`config.mk`:
```
export PLATFORM = sky130hd
export DESIGN_NAME = ebr_bridge
export DESIGN_NICKNAME = d
export VERILOG_FILES = /design/src/rtl/ebr_pkg.sv /design/src/rtl/ebr_bridge.sv /design/src/rtl/ebr_addr_map.sv
export VERILOG_INCLUDE_DIRS = /design/src /design/src/rtl
export SDC_FILE = /design/constraint.sdc
export NUM_CORES = 1
export LEC_CHECK = 0
export BUFFER_PORTS_ARGS = -buffer_cell sky130_fd_sc_hd__buf_2
export CORE_MARGIN = 8
export CORE_UTILIZATION = 48
export DETAILED_ROUTE_END_ITERATION = 10
export GPL_TIMING_DRIVEN = 0
export HOLD_SLACK_MARGIN = 0.03
export PLACE_DENSITY = 0.94
export SLEW_MARGIN = 20
export SYNTH_ARGS = -nofsm -noshare
export SYNTH_HDL_FRONTEND = slang
export SYNTH_HIERARCHICAL = 1
export SYNTH_SLANG_ARGS = --single-unit
```
`constraint.sdc`:
```
create_clock -name clk -period 4.3 [get_ports clk]
set_input_delay 0.43 -clock clk [delete_from_list [all_inputs] [get_ports clk]]
set_output_delay 0.43 -clock clk [all_outputs]
set_load 0.05 [all_outputs]
```
`src/rtl/ebr_regs.svh`:
```
/*
 bridge constants: address widths, data widths and fixed fill values.
 assumes inclusion by the bridge package and modules only.
*/
// Operation
// - With a 16-bit word bus the bridge appends one low address bit to make a byte address.
// - With a 32-bit word bus the bridge appends two low address bits to make a byte address.
// - Every appended low address bit is driven to zero at all times.
// - The processor picks byte lanes with byte enables and the bridge passes them on unchanged.
// - The processor bus reference clock clocks the bridge as one synchronous interface.
// - The bridge has no time-out, so a stalled transfer waits as long as the slave stalls.
// - Separate processor read and write buses map straight onto fabric read and write data.
// - On a shared data bus the bridge drives read data only while the processor output enable asks.
// - Processor controls that already follow fabric semantics pass through without conversion.
// - Byte offset zero sits on data bits seven to zero on every fabric port.
`ifndef EBR_REGS_SVH
`define EBR_REGS_SVH
`define EBR_WADDR_W   30
`define EBR_DATA_W    32
`define EBR_BE_W      4
`define EBR_BYTE_W    8
`define EBR_PAD16     1
`define EBR_PAD32     2
`define EBR_PAD_MAX   2
`define EBR_BADDR_W   32
`endif

```
`src/rtl/ebr_pkg.sv`:
```
/*
 bridge types: word-size mode and transfer state.
 assumes the constants header is on the include path.
*/
`include "ebr_regs.svh"
package ebr_pkg;
   typedef enum logic {EBR_WORD16, EBR_WORD32} ebr_wmode_t;
   typedef enum logic [1:0] {EBR_IDLE, EBR_WAIT, EBR_RDATA, EBR_DONE} ebr_state_t;
endpackage : ebr_pkg

```
`src/rtl/ebr_bridge.sv`:
```
/*
 external processor bus to memory-mapped fabric master bridge.
 assumes all processor pins are synchronous to clk, the bus reference clock,
 and that the processor holds its request until it samples cpu_wait low.
*/
`timescale 1ns/10ps
`include "ebr_regs.svh"
module ebr_bridge (
   input  wire logic                     clk,
   input  wire logic                     rstn,
   input  wire ebr_pkg::ebr_wmode_t      wmode,
   input  wire logic                     split_bus,
   input  wire logic [`EBR_WADDR_W-1:0]  cpu_addr,
   input  wire logic [`EBR_BE_W-1:0]     cpu_be,
   input  wire logic                     cpu_rd,
   input  wire logic                     cpu_wr,
   input  wire logic [`EBR_DATA_W-1:0]   cpu_wdata,
   output logic [`EBR_DATA_W-1:0]        cpu_rdata,
   input  wire logic [`EBR_DATA_W-1:0]   cpu_dq_in,
   output logic [`EBR_DATA_W-1:0]        cpu_dq_out,
   output logic                          cpu_dq_oe,
   input  wire logic                     cpu_oe,
   output logic                          cpu_wait,
   output logic [`EBR_BADDR_W-1:0]       address,
   output logic [`EBR_BE_W-1:0]          byteenable,
   output logic                          read,
   output logic                          write,
   output logic [`EBR_DATA_W-1:0]        writedata,
   input  wire logic [`EBR_DATA_W-1:0]   readdata,
   input  wire logic                     readdatavalid,
   input  wire logic                     waitrequest
);
   import ebr_pkg::*;

   logic [`EBR_BADDR_W-1:0] baddr;
   ebr_state_t              state_r;
   logic                    cpu_req;
   logic                    done_now;

   // fabric takes the open transfer on this edge
   function automatic logic fab_taken(input logic rd, input logic wr, input logic stall);
      return (rd | wr) & ~stall;
   endfunction : fab_taken

   // a processor cycle is open while either strobe is up
   assign cpu_req  = cpu_rd | cpu_wr;
   // completion: a write taken, or the read data back from the slave
   assign done_now = fab_taken(1'b0, write, waitrequest) | ((state_r == EBR_RDATA) & readdatavalid);

   // all pins share the bus reference clock, so no synchronisers
   ebr_addr_map u_map (
      .word_addr (cpu_addr),
      .wmode     (wmode),
      .byte_addr (baddr)
   );

   // transfer sequencer: exactly one fabric transfer per processor cycle
   always_ff @(posedge clk or negedge rstn) begin
      if (!rstn) begin
         state_r <= EBR_IDLE;
      end else begin
         case (state_r)
            EBR_IDLE: begin
               if (cpu_req) begin
                  state_r <= EBR_WAIT;
               end
            end
            // no time-out: a stalled transfer waits as long as the slave does
            EBR_WAIT: begin
               if (fab_taken(read, write, waitrequest)) begin
                  state_r <= read ? EBR_RDATA : EBR_DONE;
               end
            end
            // pipelined read: the processor is held until the data is back
            EBR_RDATA: begin
               if (readdatavalid) begin
                  state_r <= EBR_DONE;
               end
            end
            // the processor ends its cycle on this edge, so its strobe here is stale
            EBR_DONE: begin
               state_r <= EBR_IDLE;
            end
            default: begin
               state_r <= EBR_IDLE;
            end
         endcase
      end
   end

   // launch from idle, then hold the request unchanged while stalled; read wins if both strobes rise
   always_ff @(posedge clk or negedge rstn) begin
      if (!rstn) begin
         address    <= '0;
         byteenable <= '0;
         read       <= 1'b0;
         write      <= 1'b0;
         writedata  <= '0;
      end else if (state_r == EBR_IDLE) begin
         address    <= baddr;
         byteenable <= cpu_be;
         read       <= cpu_rd;
         write      <= cpu_wr & ~cpu_rd;
         writedata  <= split_bus ? cpu_wdata : cpu_dq_in;
      end else if (fab_taken(read, write, waitrequest)) begin
         read       <= 1'b0;
         write      <= 1'b0;
      end
   end

   // wait drops for one cycle only, so a held strobe is never taken twice
   always_ff @(posedge clk or negedge rstn) begin
      if (!rstn) begin
         cpu_wait <= 1'b1;
      end else begin
         cpu_wait <= ~done_now;
      end
   end

   // read data path, lanes kept in fabric order
   always_ff @(posedge clk or negedge rstn) begin
      if (!rstn) begin
         cpu_rdata  <= '0;
         cpu_dq_out <= '0;
      end else if (readdatavalid) begin
         cpu_rdata  <= readdata;
         cpu_dq_out <= readdata;
      end
   end

   // shared pins driven only while the processor asks for data
   always_ff @(posedge clk or negedge rstn) begin
      if (!rstn) begin
         cpu_dq_oe <= 1'b0;
      end else begin
         cpu_dq_oe <= cpu_oe & ~split_bus;
      end
   end

   // checks
   property p_pad_zero;
      @(posedge clk) disable iff (!rstn)
      (wmode == EBR_WORD32) |-> (baddr[1:0] == 2'b00);
   endproperty
   a_pad_zero: assert property (p_pad_zero) else $error("pad bits not zero");

   property p_pad16;
      @(posedge clk) disable iff (!rstn)
      (wmode == EBR_WORD16) |-> (baddr[0] == 1'b0 && baddr[1] == cpu_addr[0]);
   endproperty
   a_pad16: assert property (p_pad16) else $error("16-bit widen wrong");

   property p_pad32;
      @(posedge clk) disable iff (!rstn)
      (wmode == EBR_WORD32) |-> (baddr[2] == cpu_addr[0]);
   endproperty
   a_pad32: assert property (p_pad32) else $error("32-bit widen wrong");

   property p_hold;
      @(posedge clk) disable iff (!rstn)
      (read | write) && waitrequest |=> $stable(address) && $stable(byteenable) && $stable(writedata);
   endproperty
   a_hold: assert property (p_hold) else $error("request changed while stalled");

   property p_be;
      @(posedge clk) disable iff (!rstn)
      (state_r == EBR_IDLE) |=> (byteenable == $past(cpu_be));
   endproperty
   a_be: assert property (p_be) else $error("byte enables altered");

   property p_oe;
      @(posedge clk) disable iff (!rstn)
      cpu_dq_oe |-> $past(cpu_oe) && !$past(split_bus);
   endproperty
   a_oe: assert property (p_oe) else $error("pins driven without enable");

   property p_rdata;
      @(posedge clk) disable iff (!rstn)
      readdatavalid |=> (cpu_rdata == $past(readdata));
   endproperty
   a_rdata: assert property (p_rdata) else $error("read data not forwarded");

   property p_wait;
      @(posedge clk) disable iff (!rstn)
      (read | write) && waitrequest |=> cpu_wait;
   endproperty
   a_wait: assert property (p_wait) else $error("stall not forwarded");

   property p_wack;
      @(posedge clk) disable iff (!rstn)
      write && !waitrequest |=> !cpu_wait && !write;
   endproperty
   a_wack: assert property (p_wack) else $error("taken write not acknowledged");

   property p_rack;
      @(posedge clk) disable iff (!rstn)
      (state_r == EBR_RDATA) && readdatavalid |=> !cpu_wait && (cpu_rdata == $past(readdata));
   endproperty
   a_rack: assert property (p_rack) else $error("read data not handed back with the strobe");

   property p_strobe;
      @(posedge clk) disable iff (!rstn)
      !cpu_wait |=> cpu_wait && !read && !write;
   endproperty
   a_strobe: assert property (p_strobe) else $error("completion strobe longer than one cycle");

   property p_excl;
      @(posedge clk) disable iff (!rstn)
      !(read && write);
   endproperty
   a_excl: assert property (p_excl) else $error("read and write issued together");

   property p_launch;
      @(posedge clk) disable iff (!rstn)
      (state_r == EBR_IDLE) && cpu_req |=>
         (read == $past(cpu_rd)) && (address == $past(baddr)) && (state_r == EBR_WAIT);
   endproperty
   a_launch: assert property (p_launch) else $error("request not launched as given");

   property p_wdata;
      @(posedge clk) disable iff (!rstn)
      (state_r == EBR_IDLE) |=> (writedata == ($past(split_bus) ? $past(cpu_wdata) : $past(cpu_dq_in)));
   endproperty
   a_wdata: assert property (p_wdata) else $error("write data taken from the wrong bus");

   property p_stall;
      @(posedge clk) disable iff (!rstn)
      (state_r == EBR_WAIT) && waitrequest |=> (state_r == EBR_WAIT);
   endproperty
   a_stall: assert property (p_stall) else $error("stalled transfer abandoned");
endmodule : ebr_bridge

```
`src/rtl/ebr_addr_map.sv`:
```
/*
 word to byte address widening for the bridge.
 assumes the word-size mode is static during traffic.
*/
`timescale 1ns/10ps
`include "ebr_regs.svh"
module ebr_addr_map (
   input  wire logic [`EBR_WADDR_W-1:0] word_addr,
   input  wire ebr_pkg::ebr_wmode_t     wmode,
   output logic [`EBR_BADDR_W-1:0]      byte_addr
);
   import ebr_pkg::*;
   // shift left and fill with zeros; in 16-bit mode the top byte-address bit stays zero
   always_comb begin
      if (wmode == EBR_WORD16) begin
         byte_addr = {1'b0, word_addr, {`EBR_PAD16{1'b0}}};
      end else begin
         byte_addr = {word_addr[`EBR_BADDR_W-`EBR_PAD32-1:0], 2'b00};
      end
   end
endmodule : ebr_addr_map

```
==> impl_metrics.ini <==
[worst_setup_path]
worstSetupEndpointType = register
ff2ff_path_depth = 6
worst_path_max_delay_cell = dfrtp_1
cp_cell_sequence = inv_1 -> ha_1 -> buf_6 -> nor3b_2 -> a211oi_2 -> mux2_1
critical_path_required_ns = 4.54
cp_max_fo = 7
cp.arrival_ns = 1.87
critPathTopFamily = flip-flops
startpoint_type = register
cpPeakStageDelay_ns = 0.42
r2r-start = state_r[0]$_DFFE_PN0P_
cp.buffers_inverters = 2
crit-reg2reg-capture = state_r[1]$_DFFE_PN0P_
worstSetupPathType = register to register
reg2reg_setup_slack_ns = 2.67

[layout]
drive_above_1_share_pct = 66.3
fill_cells = 728
final_nets = 808
antennaDiodeCount = 0
area_growth_pct = 36.9
final_util_pct = 66.8

[placement]
port_buffers = 272
pre_cts_slack_ns = 2.68
gp_congestion = 0.818
post-dp-hpwl_mm = 12.0

[min_path]
hold_depth = 2
hp-class = input port to register
worstHoldStart = cpu_oe
hold-path-endpoint = cpu_dq_oe$_DFF_PN0_

[floorplan]
die_height_um = 117
row_count = 37
io_pins = 275
start_util_pct = 48.7
coreArea_mm2 = 0.0101
die_area_mm2 = 0.0138
die_x_um = 117

[sta]
finalCritPeriodShare_pct = 37.9
setup_slack_ns = 2.67
fmax_mhz = 614
final.setup.tns_ns = 0
finalSetupViolCount = 0
clock-skew-final_ns = 0.0179
grt_setup_unrepaired = false
drv_slew = 0
final.min_clock_period_ns = 1.63
report.final.hold_viol_count = 0

[detailed_routing]
via_per_inst = 4.96
drt-pass1-iter-count = 4
num_vias = 4006
wl_per_cell_um = 18.1
routed_wl_mm = 14.6
initialDrtViolationCount = 170
drc_errors = 0
ant_nets = 0

[synth]
synthTopCellsByArea = dfrtp_1 53%, mux2_2 22%, mux2i_1 6.5%
ys.flop_type = dfrtp_1
syn_nets = 523
synth_commonest_cells = 105 x dfrtp_1, 97 x mux2_2, 38 x buf_4
synth_area_leader_cell = dfrtp_1
ys_types = 26
yosysMostFrequentCell = dfrtp_1
syn_area_per_cell_um2 = 13.0
synth_seq_cells = 106
synth.yosys.warnings = 6
syn_area_mm2 = 0.00494
synth.top_cell.area_share_pct = 53.2
synth_edf_count = 0
synthCells = 381
ys_seq_area_share_pct = 53.7
async_flop_share_pct = 100

[power]
pwr-share-clk_pct = 14.3
seq_power_share_pct = 30.7
combPwrFrac_pct = 55.0
vdd_drop_max_v = 0.000418
powerDensity_mw_per_mm2 = 766
p_int_uw = 2580
switchingPower_uw = 2610
leakagePower_uw = 0.00347
switching_share_pct = 50.4

[cts]
clkTransAtPathRegs_ns = 0.11
root_buffer = clkbuf_8
h-tree-depth = 3
clock_latency_ns = 0.37
clock_sinks = 106
cts_max_path_buffers = 2
cts_hold_buf = 1
cts_buffers = 9
cts_setup_buffers = 0
cts_tree = built
cts_resized = 0

[global_routing]
grt_usage_pct = 20.7
antenna_found_initial = 0
grt_pass1_wl_mm = 23.4
grt-ovfl-total = 0
first_global_vias = 4621
grt_max_degree = 64

[job]
maxCapViolCount = 0

[status]
status = completed
-- cell type report --
class / count / area (um^2) / area share [%]
clock inverters: 6 / 113 / 1.66
inverters: 3 / 11.3 / 0.166
clock buffers: 10 / 138 / 2.03
multi-input cells: 216 / 1880 / 27.8
plain buffers: 56 / 399 / 5.90
flip-flops and latches: 106 / 2650 / 39.2
well taps: 136 / 170 / 2.51
repair buffers: 274 / 1410 / 20.8
-- cell usage in the layout, fill, tap and decap left out --
cell	count
buf_2	284
dfrtp_1	105
mux2_2	97
buf_4	38
mux2i_1	32
nor2_1	32
a21oi_1	32
clkbuf_8	10
buf_6	5
nand2_1	4
inv_1	3
nor2b_1	3
ha_1	3
bufinv_16	3
o21ai_0	2
a22oi_1	1
clkbuf_1	1
o21bai_4	1
a21o_1	1
o22ai_1	1
nor3b_2	1
a211oi_2	1
o32a_1	1
mux2_1	1
nand3b_1	1
clkinv_2	1
inv_6	1
clkinv_4	1
dfstp_2	1
dlygate4sd3_1	1
buf_16	1
and2_1	1
conb_1	1
-- metal layers --
layer  vias up  global-route usage (%)  part of all wire, %
met5         -                       0                    0
met4         0                    8.73                  2.3
met3        23                    6.76                  8.5
met2       197                    38.0                   53
met1      1929                    21.1                   37
li1       1857                       -                    -
-- sequential cells by signal, summed over array words and instances, names as in the netlist, 2 cells and up --
name        count
address        32
byteenable      4
cpu_rdata      32
state_r         2
writedata      32
-- through the flow --
step / total power (uW) / hold WS [ns] / std cells / area [um^2]
after detailed placement: 4480 / 0.378 / 790 / 6510
after global routing: 5430 / 0.267 / 807 / 6770
after floorplan: 3720 / 0.134 / 381 / 4940
after global placement: 4380 / 0.486 / 789 / 6470
final: 5190 / 0.278 / 807 / 6770
after CTS: 5240 / 0.257 / 807 / 6770
-- worst max path at each step --
stage,from,endpoint,slack (ns),depth (start not counted)
after floorplan,state_r[0]$_DFFE_PN0P_,state_r[1]$_DFFE_PN0P_,2.77,6
after global placement,rstn,writedata[12]$_DFFE_PN0P_,1.75,1
after detailed placement,state_r[0]$_DFFE_PN0P_,state_r[1]$_DFFE_PN0P_,2.68,6
after CTS,state_r[0]$_DFFE_PN0P_,state_r[1]$_DFFE_PN0P_,2.65,6
after global routing,state_r[0]$_DFFE_PN0P_,state_r[1]$_DFFE_PN0P_,2.59,6
final,state_r[0]$_DFFE_PN0P_,state_r[1]$_DFFE_PN0P_,2.67,6
-- cell families (layout without fill, tap and decap cells) --
| logic type | count (synthesis) | count (layout) | synth area share (%) |
|---|---|---|---|
| fa+ha+maj | 3 | 3 | 0.760 |
| other cells | 1 | 1 | 0.0759 |
| buf+inv | 59 | 349 | 8.30 |
| compound gates | 40 | 40 | 4.71 |
| simple gates | 42 | 42 | 3.65 |
| flops | 106 | 106 | 53.7 |
| mux | 130 | 130 | 28.8 |
-- power by group through the flow --
stage	logic, uW	clock network (uW)	registers (uW)
3_5_place_dp	2880	0	1610
2_1_floorplan	870	0	2850
4_1_cts	2880	768	1590
3_3_place_gp	2810	0	1580
6_report	2850	744	1590
5_1_grt	3000	795	1640
No activity file was read; power rests on OpenSTA's default activity.
